**src/pkg/plsd_pkg.sv**
```systemverilog
// plsd_pkg: constants, register map and carrier types of the probe status led driver.
// assumes a 50 MHz aclk and a 32-bit axi4-lite register bus.
package plsd_pkg;

   // clock and prescaler timing
   localparam int unsigned CLK_PERIOD_NS  = 20;
   localparam int unsigned TICK_PERIOD_NS = 1000000;                       // one prescaler tick = 1 ms
   localparam int unsigned TICK_CYCLES    = (TICK_PERIOD_NS + CLK_PERIOD_NS - 1) / CLK_PERIOD_NS;

   // indicator timing: flash rates in Hz, idle limit in seconds, the rest in milliseconds (prescaler ticks)
   localparam int unsigned ENUM_FLASH_HZ  = 10;
   localparam int unsigned FATAL_FLASH_HZ = 1;
   localparam int unsigned ENUM_HALF_MS   = 1000 / (2 * ENUM_FLASH_HZ);
   localparam int unsigned FATAL_HALF_MS  = 1000 / (2 * FATAL_FLASH_HZ);
   localparam int unsigned HB_PERIOD_MS   = 1000;
   localparam int unsigned HB_OFF_MS      = 10;
   localparam int unsigned IDLE_MIN_S     = 7;
   localparam int unsigned IDLE_MIN_MS    = IDLE_MIN_S * 1000;

   // counter widths
   localparam int unsigned PHASE_W = 10;
   localparam int unsigned IDLE_W  = 13;

   // register byte offsets
   localparam logic [7:0] CTRL_OFS     = 8'h00;
   localparam logic [7:0] STATUS_OFS   = 8'h04;
   localparam logic [7:0] IRQ_STAT_OFS = 8'h08;
   localparam logic [7:0] IRQ_MASK_OFS = 8'h0C;
   localparam logic [7:0] ID_OFS       = 8'h10;

   // control register fields
   localparam int unsigned CTRL_ENUM_BIT   = 0;
   localparam int unsigned CTRL_BUSY_BIT   = 1;
   localparam int unsigned CTRL_FATAL_BIT  = 2;
   localparam int unsigned CTRL_SUPPLY_BIT = 3;
   localparam int unsigned CTRL_DRIVE_BIT  = 4;
   localparam int unsigned CTRL_W          = 5;
   localparam logic [CTRL_W-1:0] CTRL_RESET = 5'h01;                     // enumerating after reset

   // interrupt status fields
   localparam int unsigned IRQ_HB_BIT   = 0;
   localparam int unsigned IRQ_TRST_BIT = 1;
   localparam int unsigned IRQ_VDET_BIT = 2;
   localparam int unsigned IRQ_W        = 3;
   localparam logic [IRQ_W-1:0] IRQ_MASK_RESET = 3'h0;

   // axi response codes
   localparam logic [1:0] RESP_OKAY   = 2'h0;
   localparam logic [1:0] RESP_SLVERR = 2'h2;

   // one bi-colour indicator: both lit reads as orange
   typedef struct packed {
      logic green;
      logic red;
   } plsd_led_s;

   // all three indicators together
   typedef struct packed {
      plsd_led_s main_led;
      plsd_led_s in_led;
      plsd_led_s out_led;
   } plsd_leds_s;

   // probe state as written by firmware
   typedef struct packed {
      logic drive_reset;
      logic supply_en;
      logic fatal;
      logic cmd_busy;
      logic enumerating;
   } plsd_ctrl_s;

   // main indicator pattern selected by priority
   typedef enum logic [2:0] {
      MAIN_FATAL = 3'b000,
      MAIN_TRST  = 3'b001,
      MAIN_ENUM  = 3'b010,
      MAIN_BUSY  = 3'b011,
      MAIN_HB    = 3'b100,
      MAIN_IDLE  = 3'b101
   } plsd_main_e;

endpackage : plsd_pkg

```
**src/rtl/plsd_tick_gen.sv**
```systemverilog
// plsd_tick_gen: prescaler giving a one-cycle tick every TICK_CYCLES clocks.
// assumes a free-running aclk; count restarts on synchronous reset.
`timescale 1ns/1ns
module plsd_tick_gen #(
   parameter int unsigned TICK_CYCLES = 50000
) (
   input  wire logic aclk,
   input  wire logic aresetn,
   output logic      tick
);
   localparam int unsigned CNT_W = $clog2(TICK_CYCLES + 1);

   logic [CNT_W-1:0] count;

   // refuse a prescaler that cannot divide
   if (TICK_CYCLES < 1) begin : g_bad_div
      $error("plsd_tick_gen: TICK_CYCLES must be at least 1");
   end

   // divider; tick on the last count keeps the period exact
   always_ff @(posedge aclk) begin
      if (!aresetn) begin
         count <= '0;
         tick  <= 1'b0;
      end else if (count == CNT_W'(TICK_CYCLES - 1)) begin
         count <= '0;
         tick  <= 1'b1;
      end else begin
         count <= count + CNT_W'(1);
         tick  <= 1'b0;
      end
   end

endmodule : plsd_tick_gen

```
**src/rtl/plsd_led_driver.sv**
```systemverilog
// plsd_led_driver: main, input and output status indicators of a debug probe, with an
// axi4-lite register file for probe state, indicator readback and interrupts.
// assumes firmware writes probe state into the control register; target pins are asynchronous.
//
// Behaviour
// - while enumerating the main indicator flashes green at 10 Hz.
// - in operation the main indicator is green but dark while each command executes.
// - enumerated with no command executing, the main indicator is steady green.
// - after seven seconds of idle the green indicator blanks for 10 ms once per second.
// - on a fatal error the main indicator flashes at 1 Hz, green on single colour and red on bi-colour.
// - on the bi-colour variant the main indicator is orange while reset is active on the target.
// - the bi-colour main indicator uses a green and a red led, older variants drive green only.
// - the input indicator is green with target voltage present and target reset high.
// - the input indicator is orange with target voltage present and target reset low.
// - the input indicator is red with target reset low and no target voltage.
// - the output indicator is dark with supply off and green with supply on while not driving reset.
// - while the probe drives target reset the output indicator is orange with supply on, red without.
`timescale 1ns/1ns
module plsd_led_driver
   import plsd_pkg::*;
#(
   parameter bit          BI_COLOR    = 1'b1,
   parameter int unsigned TICK_CYCLES = plsd_pkg::TICK_CYCLES,
   parameter logic [31:0] ID_VALUE    = 32'h0000_5A5A          // arbitrary value
) (
   input  wire logic        aclk,
   input  wire logic        aresetn,
   // axi4-lite slave
   input  wire logic [7:0]  s_axi_awaddr,
   input  wire logic        s_axi_awvalid,
   output logic             s_axi_awready,
   input  wire logic [31:0] s_axi_wdata,
   input  wire logic [3:0]  s_axi_wstrb,
   input  wire logic        s_axi_wvalid,
   output logic             s_axi_wready,
   output logic [1:0]       s_axi_bresp,
   output logic             s_axi_bvalid,
   input  wire logic        s_axi_bready,
   input  wire logic [7:0]  s_axi_araddr,
   input  wire logic        s_axi_arvalid,
   output logic             s_axi_arready,
   output logic [31:0]      s_axi_rdata,
   output logic [1:0]       s_axi_rresp,
   output logic             s_axi_rvalid,
   input  wire logic        s_axi_rready,
   // target side pins
   input  wire logic        tgt_vdet,
   input  wire logic        tgt_reset_n,
   output logic             tgt_supply_en,
   output logic             tgt_reset_drive,
   // indicators and interrupt
   output plsd_leds_s       leds,
   output logic             irq
);

   // true during the lit half of a blink period
   function automatic logic blink_on(input logic [PHASE_W-1:0] phase, input int unsigned half_ms);
      int unsigned p;
      p = 32'(phase) % (2 * half_ms);
      return p < half_ms;
   endfunction : blink_on

   // byte-lane merge of a write into a register word
   function automatic logic [31:0] merge_strb(input logic [31:0] old, input logic [31:0] wd,
                                              input logic [3:0] strb);
      logic [31:0] r;
      for (int i = 0; i < 4; i++) begin
         r[i*8 +: 8] = strb[i] ? wd[i*8 +: 8] : old[i*8 +: 8];
      end
      return r;
   endfunction : merge_strb

   logic                   tick;
   logic [1:0]             vdet_sync;
   logic [1:0]             trst_sync;
   logic                   vdet;
   logic                   trst_low;
   logic                   vdet_d;
   logic                   trst_low_d;
   plsd_ctrl_s             ctrl;
   logic [IRQ_W-1:0]       irq_stat;
   logic [IRQ_W-1:0]       irq_mask;
   logic [IRQ_W-1:0]       irq_event;
   logic [PHASE_W-1:0]     phase;
   logic [IDLE_W-1:0]      idle_cnt;
   logic                   idle;
   logic                   hb_active;
   logic                   hb_active_d;
   plsd_main_e             main_sel;
   plsd_led_s              next_main;
   logic                   aw_full;
   logic                   w_full;
   logic [7:0]             aw_addr;
   logic [31:0]            w_data;
   logic [3:0]             w_strb;
   logic                   wr_fire;
   logic [31:0]            ctrl_word;
   logic [31:0]            status_word;
   logic [31:0]            rd_word;
   logic                   rd_hit;

   // millisecond prescaler
   plsd_tick_gen #(
      .TICK_CYCLES (TICK_CYCLES)
   ) u_tick (
      .aclk    (aclk),
      .aresetn (aresetn),
      .tick    (tick)
   );

   // target pins cross into aclk through two flops each
   always_ff @(posedge aclk) begin
      if (!aresetn) begin
         vdet_sync <= 2'h0;
         trst_sync <= 2'h3;
      end else begin
         vdet_sync <= {vdet_sync[0], tgt_vdet};
         trst_sync <= {trst_sync[0], tgt_reset_n};
      end
   end

   assign vdet     = vdet_sync[1];
   assign trst_low = ~trst_sync[1];   // a floating, unconnected target also reads as low

   // free-running blink phase, 0..999 ms
   always_ff @(posedge aclk) begin
      if (!aresetn) begin
         phase <= '0;
      end else if (tick) begin
         if (phase == PHASE_W'(HB_PERIOD_MS - 1)) begin
            phase <= '0;
         end else begin
            phase <= phase + PHASE_W'(1);
         end
      end
   end

   // idle means enumerated, no command and no fault
   assign idle = ~ctrl.enumerating & ~ctrl.cmd_busy & ~ctrl.fatal;

   // idle timer saturates so the heartbeat stays on until activity
   always_ff @(posedge aclk) begin
      if (!aresetn) begin
         idle_cnt <= '0;
      end else if (!idle) begin
         idle_cnt <= '0;
      end else if (tick && idle_cnt != IDLE_W'(IDLE_MIN_MS)) begin
         idle_cnt <= idle_cnt + IDLE_W'(1);
      end
   end

   assign hb_active = idle & (idle_cnt == IDLE_W'(IDLE_MIN_MS));

   // main pattern chosen in fixed priority order
   always_comb begin
      if (ctrl.fatal) begin
         main_sel = MAIN_FATAL;
      end else if (BI_COLOR && trst_low) begin
         main_sel = MAIN_TRST;
      end else if (ctrl.enumerating) begin
         main_sel = MAIN_ENUM;
      end else if (ctrl.cmd_busy) begin
         main_sel = MAIN_BUSY;
      end else if (hb_active) begin
         main_sel = MAIN_HB;
      end else begin
         main_sel = MAIN_IDLE;
      end
   end

   // main indicator colour for the chosen pattern
   always_comb begin
      next_main = '{green: 1'b0, red: 1'b0};
      case (main_sel)
         MAIN_FATAL: begin
            next_main.red   = BI_COLOR & blink_on(phase, FATAL_HALF_MS);
            next_main.green = ~BI_COLOR & blink_on(phase, FATAL_HALF_MS);
         end
         MAIN_TRST:  next_main = '{green: 1'b1, red: 1'b1};
         MAIN_ENUM:  next_main.green = blink_on(phase, ENUM_HALF_MS);
         MAIN_BUSY:  next_main.green = 1'b0;
         MAIN_HB:    next_main.green = (phase >= PHASE_W'(HB_OFF_MS));
         MAIN_IDLE:  next_main.green = 1'b1;
         default:    next_main = '{green: 1'b0, red: 1'b0};
      endcase
   end

   // indicator flops; single-colour builds never light a red led and have no input or output indicator
   always_ff @(posedge aclk) begin
      if (!aresetn) begin
         leds <= '0;
      end else begin
         leds.main_led.green <= next_main.green;
         leds.main_led.red   <= BI_COLOR & next_main.red;
         leds.in_led         <= BI_COLOR ? {vdet, trst_low} : 2'h0;
         leds.out_led        <= BI_COLOR ? {ctrl.supply_en, ctrl.drive_reset} : 2'h0;
      end
   end

   // probe pins follow the control register
   assign tgt_supply_en   = ctrl.supply_en;
   assign tgt_reset_drive = ctrl.drive_reset;

   // edge history for interrupt events
   always_ff @(posedge aclk) begin
      if (!aresetn) begin
         vdet_d      <= 1'b0;
         trst_low_d  <= 1'b0;
         hb_active_d <= 1'b0;
      end else begin
         vdet_d      <= vdet;
         trst_low_d  <= trst_low;
         hb_active_d <= hb_active;
      end
   end

   // events: heartbeat entered, target reset went low, target voltage changed
   always_comb begin
      irq_event               = '0;
      irq_event[IRQ_HB_BIT]   = hb_active & ~hb_active_d;
      irq_event[IRQ_TRST_BIT] = trst_low & ~trst_low_d;
      irq_event[IRQ_VDET_BIT] = vdet ^ vdet_d;
   end

   // write channel acceptance; aw and w may arrive in either order
   assign s_axi_awready = ~aw_full & ~s_axi_bvalid;
   assign s_axi_wready  = ~w_full & ~s_axi_bvalid;
   assign wr_fire       = aw_full & w_full & ~s_axi_bvalid;

   always_ff @(posedge aclk) begin
      if (!aresetn) begin
         aw_full <= 1'b0;
         aw_addr <= 8'h00;
      end else if (s_axi_awvalid && s_axi_awready) begin
         aw_full <= 1'b1;
         aw_addr <= s_axi_awaddr;
      end else if (wr_fire) begin
         aw_full <= 1'b0;
      end
   end

   always_ff @(posedge aclk) begin
      if (!aresetn) begin
         w_full <= 1'b0;
         w_data <= 32'h0000_0000;
         w_strb <= 4'h0;
      end else if (s_axi_wvalid && s_axi_wready) begin
         w_full <= 1'b1;
         w_data <= s_axi_wdata;
         w_strb <= s_axi_wstrb;
      end else if (wr_fire) begin
         w_full <= 1'b0;
      end
   end

   // write response, slverr for an unmapped or read-only word
   always_ff @(posedge aclk) begin
      if (!aresetn) begin
         s_axi_bvalid <= 1'b0;
         s_axi_bresp  <= RESP_OKAY;
      end else if (wr_fire) begin
         s_axi_bvalid <= 1'b1;
         s_axi_bresp  <= (aw_addr == CTRL_OFS || aw_addr == IRQ_STAT_OFS || aw_addr == IRQ_MASK_OFS)
                         ? RESP_OKAY : RESP_SLVERR;
      end else if (s_axi_bready) begin
         s_axi_bvalid <= 1'b0;
      end
   end

   assign ctrl_word = {{(32-CTRL_W){1'b0}}, ctrl};

   // control register steers the indicator logic
   always_ff @(posedge aclk) begin
      if (!aresetn) begin
         ctrl <= CTRL_RESET;
      end else if (wr_fire && aw_addr == CTRL_OFS) begin
         ctrl <= CTRL_W'(merge_strb(ctrl_word, w_data, w_strb));
      end
   end

   // interrupt mask
   always_ff @(posedge aclk) begin
      if (!aresetn) begin
         irq_mask <= IRQ_MASK_RESET;
      end else if (wr_fire && aw_addr == IRQ_MASK_OFS && w_strb[0]) begin
         irq_mask <= w_data[IRQ_W-1:0];
      end
   end

   // sticky status, write one to clear; a new event wins over a clear in the same cycle
   always_ff @(posedge aclk) begin
      if (!aresetn) begin
         irq_stat <= '0;
      end else if (wr_fire && aw_addr == IRQ_STAT_OFS && w_strb[0]) begin
         irq_stat <= (irq_stat & ~w_data[IRQ_W-1:0]) | irq_event;
      end else begin
         irq_stat <= irq_stat | irq_event;
      end
   end

   assign irq = |(irq_stat & irq_mask);

   // readback of indicator and pin state
   assign status_word = {23'h0, hb_active, vdet, trst_low, leds};

   always_comb begin
      rd_hit  = 1'b1;
      rd_word = 32'h0000_0000;
      case (s_axi_araddr)
         CTRL_OFS:     rd_word = ctrl_word;
         STATUS_OFS:   rd_word = status_word;
         IRQ_STAT_OFS: rd_word = {{(32-IRQ_W){1'b0}}, irq_stat};
         IRQ_MASK_OFS: rd_word = {{(32-IRQ_W){1'b0}}, irq_mask};
         ID_OFS:       rd_word = ID_VALUE;
         default:      rd_hit  = 1'b0;
      endcase
   end

   // read channel, one read under way at a time
   assign s_axi_arready = ~s_axi_rvalid;

   always_ff @(posedge aclk) begin
      if (!aresetn) begin
         s_axi_rvalid <= 1'b0;
         s_axi_rdata  <= 32'h0000_0000;
         s_axi_rresp  <= RESP_OKAY;
      end else if (s_axi_arvalid && s_axi_arready) begin
         s_axi_rvalid <= 1'b1;
         s_axi_rdata  <= rd_word;
         s_axi_rresp  <= rd_hit ? RESP_OKAY : RESP_SLVERR;
      end else if (s_axi_rready) begin
         s_axi_rvalid <= 1'b0;
      end
   end

endmodule : plsd_led_driver

```
**config.mk**
```make
export PLATFORM = sky130hd
export DESIGN_NAME = plsd_led_driver
export DESIGN_NICKNAME = d
export VERILOG_FILES = /design/src/pkg/plsd_pkg.sv /design/src/rtl/plsd_tick_gen.sv /design/src/rtl/plsd_led_driver.sv
export SDC_FILE = /design/constraint.sdc
export NUM_CORES = 1
export LEC_CHECK = 0
export ABC_AREA = 0
export BUFFER_PORTS_ARGS = -buffer_cell sky130_fd_sc_hd__buf_2
export CAP_MARGIN = 20
export CORE_MARGIN = 2
export CORE_UTILIZATION = 45
export DETAILED_ROUTE_END_ITERATION = 10
export MAX_ROUTING_LAYER = met4
export PLACE_DENSITY = 0.68
export REMOVE_ABC_BUFFERS = 1
export SLEW_MARGIN = 20
export SYNTH_ARGS = -nofsm -noshare
export SYNTH_HDL_FRONTEND = slang
export SYNTH_HIERARCHICAL = 1
export SYNTH_SLANG_ARGS = --single-unit
```
**constraint.sdc**
```tcl
create_clock -name aclk -period 7.5 [get_ports aclk]
set_clock_uncertainty 0.15 [all_clocks]
set_input_delay 0 -clock aclk [delete_from_list [all_inputs] [get_ports aclk]]
set_output_delay 0 -clock aclk [all_outputs]
set_load 0.05 [all_outputs]
```
==> flow_results.xml <==
<?xml version="1.0" encoding="UTF-8"?>
<metrics>
  <group name="synthesis">
    <metric name="synth_top_area_share" unit="%">34.93</metric>
    <metric name="yosys_warnings" unit="">6</metric>
    <metric name="synth.area.top_cells" unit="">sky130_fd_sc_hd__dfxtp_1 35%, sky130_fd_sc_hd__nand2_1 4.6%, sky130_fd_sc_hd__xnor2_1 4.5%</metric>
    <metric name="synthesis.area" unit="µm²">5273</metric>
    <metric name="synth_cells" unit="">593</metric>
    <metric name="synth-seq-area-share" unit="%">34.93</metric>
    <metric name="postSynthRegisterBits" unit="">92</metric>
    <metric name="synth_top_flop_cell" unit="">sky130_fd_sc_hd__dfxtp_1</metric>
    <metric name="postSynthAreaPerCell" unit="µm²">8.891</metric>
    <metric name="asyncSetResetFlopFracSynth" unit="%">0</metric>
    <metric name="yosysTopAreaCell" unit="">sky130_fd_sc_hd__dfxtp_1</metric>
    <metric name="count_of_flip_flops_with_a_built_in_enable_after_synthesis" unit="">0</metric>
    <metric name="post_synth_num_cell_types" unit="">80</metric>
  </group>
  <group name="worst_setup_path">
    <metric name="worst_r2r_startpoint" unit="">phase[3]</metric>
    <metric name="critical_path.endpoint_type" unit="">register</metric>
    <metric name="crit_path_top_delay_cell" unit="">sky130_fd_sc_hd__dfxtp_1</metric>
    <metric name="worst_path_class_setup" unit="">register to register</metric>
    <metric name="crit_path_start_kind" unit="">register</metric>
    <metric name="required" unit="ns">7.57</metric>
    <metric name="worst-endpoint-arrival" unit="ns">4.75</metric>
    <metric name="path_max_fanout" unit="">15</metric>
    <metric name="worst_path_largest_cell_delay" unit="ns">0.76</metric>
    <metric name="timing.critical_path.from" unit="">phase[3]</metric>
    <metric name="crit_chain" unit="">inv_1 -&gt; ha_1 -&gt; nand2b_1 -&gt; a21boi_4 -&gt; nor2_1 -&gt; ha_1 -&gt; nand2b_1 -&gt; o221ai_4 -&gt; nand2_4 -&gt; o21ai_0 -&gt; xor2_1 -&gt; nor4_1 -&gt; a211oi_2 -&gt; o211ai_2 -&gt; nor2_1 -&gt; a221oi_2</metric>
    <metric name="path_delay_family" unit="">compound AO/OA/AOI/OAI gates</metric>
    <metric name="critical_path.n_buffers_inverters" unit="">1</metric>
  </group>
  <group name="layout">
    <metric name="area_growth" unit="%">17.39</metric>
    <metric name="post_route_utilization" unit="%">54.21</metric>
    <metric name="final_design_area_no_fill" unit="µm²">6190</metric>
    <metric name="finalNetCount" unit="">748</metric>
    <metric name="mostFrequentLayoutCell" unit="">sky130_fd_sc_hd__dfxtp_1</metric>
    <metric name="top_library_cells_by_usage_in_the_layout_fill_and_taps_aside" unit="">92 x sky130_fd_sc_hd__dfxtp_1, 64 x sky130_fd_sc_hd__nand2_1, 60 x sky130_fd_sc_hd__nor2_1</metric>
    <metric name="finalNonFillerCells" unit="">821</metric>
    <metric name="insertedDiodeCount" unit="">0</metric>
    <metric name="n_fill_cell" unit="">1013</metric>
    <metric name="drive_gt1_share" unit="%">17.85</metric>
  </group>
  <group name="sta">
    <metric name="grt_setup_unrepaired" unit="">false</metric>
    <metric name="maxSlewHeadroom" unit="%">33.07</metric>
    <metric name="clock.fmax" unit="MHz">213.4</metric>
    <metric name="timing.final.crit_share" unit="%">62.48</metric>
    <metric name="post-route-min-period" unit="ns">4.686</metric>
    <metric name="total_neg_setup_slack" unit="ns">0</metric>
    <metric name="hold_ws" unit="ns">0.005144</metric>
    <metric name="report.final.hold_viol_count" unit="">0</metric>
    <metric name="slew_viol_final" unit="">0</metric>
    <metric name="setup_violations" unit="">0</metric>
    <metric name="worstMarginPinSlew" unit="ns">0.9962</metric>
  </group>
  <group name="detailed_routing">
    <metric name="post-route-drc-count" unit="">0</metric>
    <metric name="firstDrtPassIters" unit="">5</metric>
    <metric name="dr.first_iter.drc_count" unit="">327</metric>
    <metric name="drt-vias-per-instance" unit="">5.322</metric>
    <metric name="antenna_violating_nets_post_route" unit="">0</metric>
    <metric name="via_count" unit="">4369</metric>
    <metric name="wl" unit="µm">11220</metric>
    <metric name="wl_per_cell" unit="µm">13.66</metric>
  </group>
  <group name="grt">
    <metric name="grt_start_max_net_pins" unit="">58</metric>
    <metric name="antenna_violations_before_repair" unit="">0</metric>
    <metric name="first_global_vias" unit="">4204</metric>
    <metric name="wire_length_of_the_first_global_routing_pass" unit="µm">19580</metric>
    <metric name="grt.overflow.total" unit="">0</metric>
    <metric name="groute.usage.overall" unit="%">19.15</metric>
  </group>
  <group name="place">
    <metric name="detailed_place_hpwl" unit="µm">7860</metric>
    <metric name="place.detailed.instances" unit="">771</metric>
    <metric name="dpl_cell_area" unit="µm²">5548</metric>
    <metric name="io_buffers" unit="">59</metric>
    <metric name="place.gp.congestion" unit="">0.8675</metric>
  </group>
  <group name="clocking">
    <metric name="clockBufferDepth" unit="">2</metric>
    <metric name="cts_inserted_buffers" unit="">9</metric>
    <metric name="clk_pin_slew_worst_paths" unit="ns">0.06</metric>
    <metric name="cts_sinks" unit="">92</metric>
    <metric name="cts.htree.levels" unit="">3</metric>
    <metric name="cts_tree" unit="">built</metric>
    <metric name="cts.repair_timing.setup_buffer_count" unit="">0</metric>
    <metric name="clock-root-buffer" unit="">sky130_fd_sc_hd__clkbuf_16</metric>
    <metric name="clkLatencyLatePin" unit="ns">0.35</metric>
  </group>
  <group name="status">
    <metric name="status" unit="">finished, final reports clean</metric>
  </group>
  <group name="power">
    <metric name="power_density" unit="nW/µm²">173.0</metric>
    <metric name="max-vdd-ir-drop" unit="mV">0.1522</metric>
    <metric name="power_leakage" unit="nW">2.376</metric>
  </group>
  <group name="floorplan">
    <metric name="fp.dieH" unit="µm">112.2</metric>
    <metric name="floorplan.core_area" unit="µm²">11420</metric>
    <metric name="initial_utilization" unit="%">46.18</metric>
    <metric name="placementRows" unit="">39</metric>
    <metric name="num_io_pins" unit="">111</metric>
    <metric name="die-area" unit="µm²">12600</metric>
    <metric name="floorplan.die.width" unit="µm">112.2</metric>
  </group>
  <group name="worst_hold_path">
    <metric name="timing.hold.worst.start" unit="">aresetn</metric>
    <metric name="worst_hold_path_type" unit="">input port to register</metric>
  </group>
  <group name="flow_run">
    <metric name="max_cap_violations" unit="">0</metric>
  </group>
</metrics>
final timing paths:
kind,slack (ns),cells after the start,endpoint
max,2.81,16,leds[5]
min,0.005,3,ctrl[0]
max reg2reg,2.81,16,leds[5]
min reg2reg,0.27,1,trst_sync[1]
tightest hold or removal path, delay by kind of cell:
| kind | cells | cell delay [ns] |
|---|---|---|
| buffers and inverters | 2 | 0.36 |
| and+or+nand+nor | 1 | 0.10 |
cell usage after synthesis (all sizes together) (6+ instances only):
library cell	n
dfxtp	92
nand2	67
nor2	64
buf	32
nand3	28
xnor2	27
nor2b	23
inv	21
a21boi	18
o21ai	18
mux2i	17
nor3	14
clkbuf	13
ha	13
a21oi	12
nor4	12
xor2	12
and2	11
nand4	11
nand2b	8
a31oi	6
o211a	6
power by group:
group          switching (W)  internal [W]  leakage, nW
logic              0.0000745     0.0000400         1.49
clock network       0.000189      0.000256        0.134
registers         0.00000996      0.000502        0.748
total               0.000273      0.000798         2.38
cells by family (layout without fill, tap and decap cells):
family | Yosys count | in the layout | synth area share [%]
AO/OA/AOI/OAI | 95 | 95 | 14.78
flip-flops | 92 | 92 | 34.93
multiplexers | 21 | 21 | 4.817
AND/OR/NAND/NOR | 266 | 266 | 28.88
XOR/XNOR | 39 | 39 | 6.478
adder cells (fa/ha/maj) | 13 | 13 | 3.085
other | 1 | 21 | 0.07112
buffers and inverters | 66 | 131 | 6.953
repair_timing:
item	in CTS	in global routing
resized for setup	0	0
endpoints found under the hold margin	29	0
hold buffers	35	0
area by class of cell:
cell class	count	area, µm²	area share (%)
clock buffer	9	225.2	3.639
multi-input combinational	455	3146	50.82
tap	143	178.9	2.891
sequential	92	1842	29.76
timing repair buffer	95	653.1	10.55
clock inverter	6	66.31	1.071
inverter	21	78.83	1.273
layer usage:
layer / routed length, µm / part of all wire (%) / track usage (%) / vias to the layer above
met5: 0 / 0 / - / -
met4: 319 / 2.8 / 9.268 / 0
met3: 495 / 4.4 / 2.808 / 22
met2: 5387 / 48 / 31.73 / 110
met1: 5014 / 45 / 22.90 / 2048
li1: - / - / - / 2189
registers in the layout (all words and copies together), names as in the netlist, 2 cells and up:
signal	cells
irq_mask	3
leds	4
idle_cnt	13
trst_sync	2
s_axi_rdata	10
vdet_sync	2
phase	10
ctrl	3
u_tick/count	16
w_data	5
irq_stat	3
aw_addr	8
through the flow:
stage	setup WS, ns	total power, W
floorplan	3.498	0.0005941
finish	2.814	0.001071
CTS	2.851	0.001080
global route	2.530	0.001113
detailed placement	2.894	0.0006215
global placement	2.957	0.0006191
(Power assumes the default switching activity.)
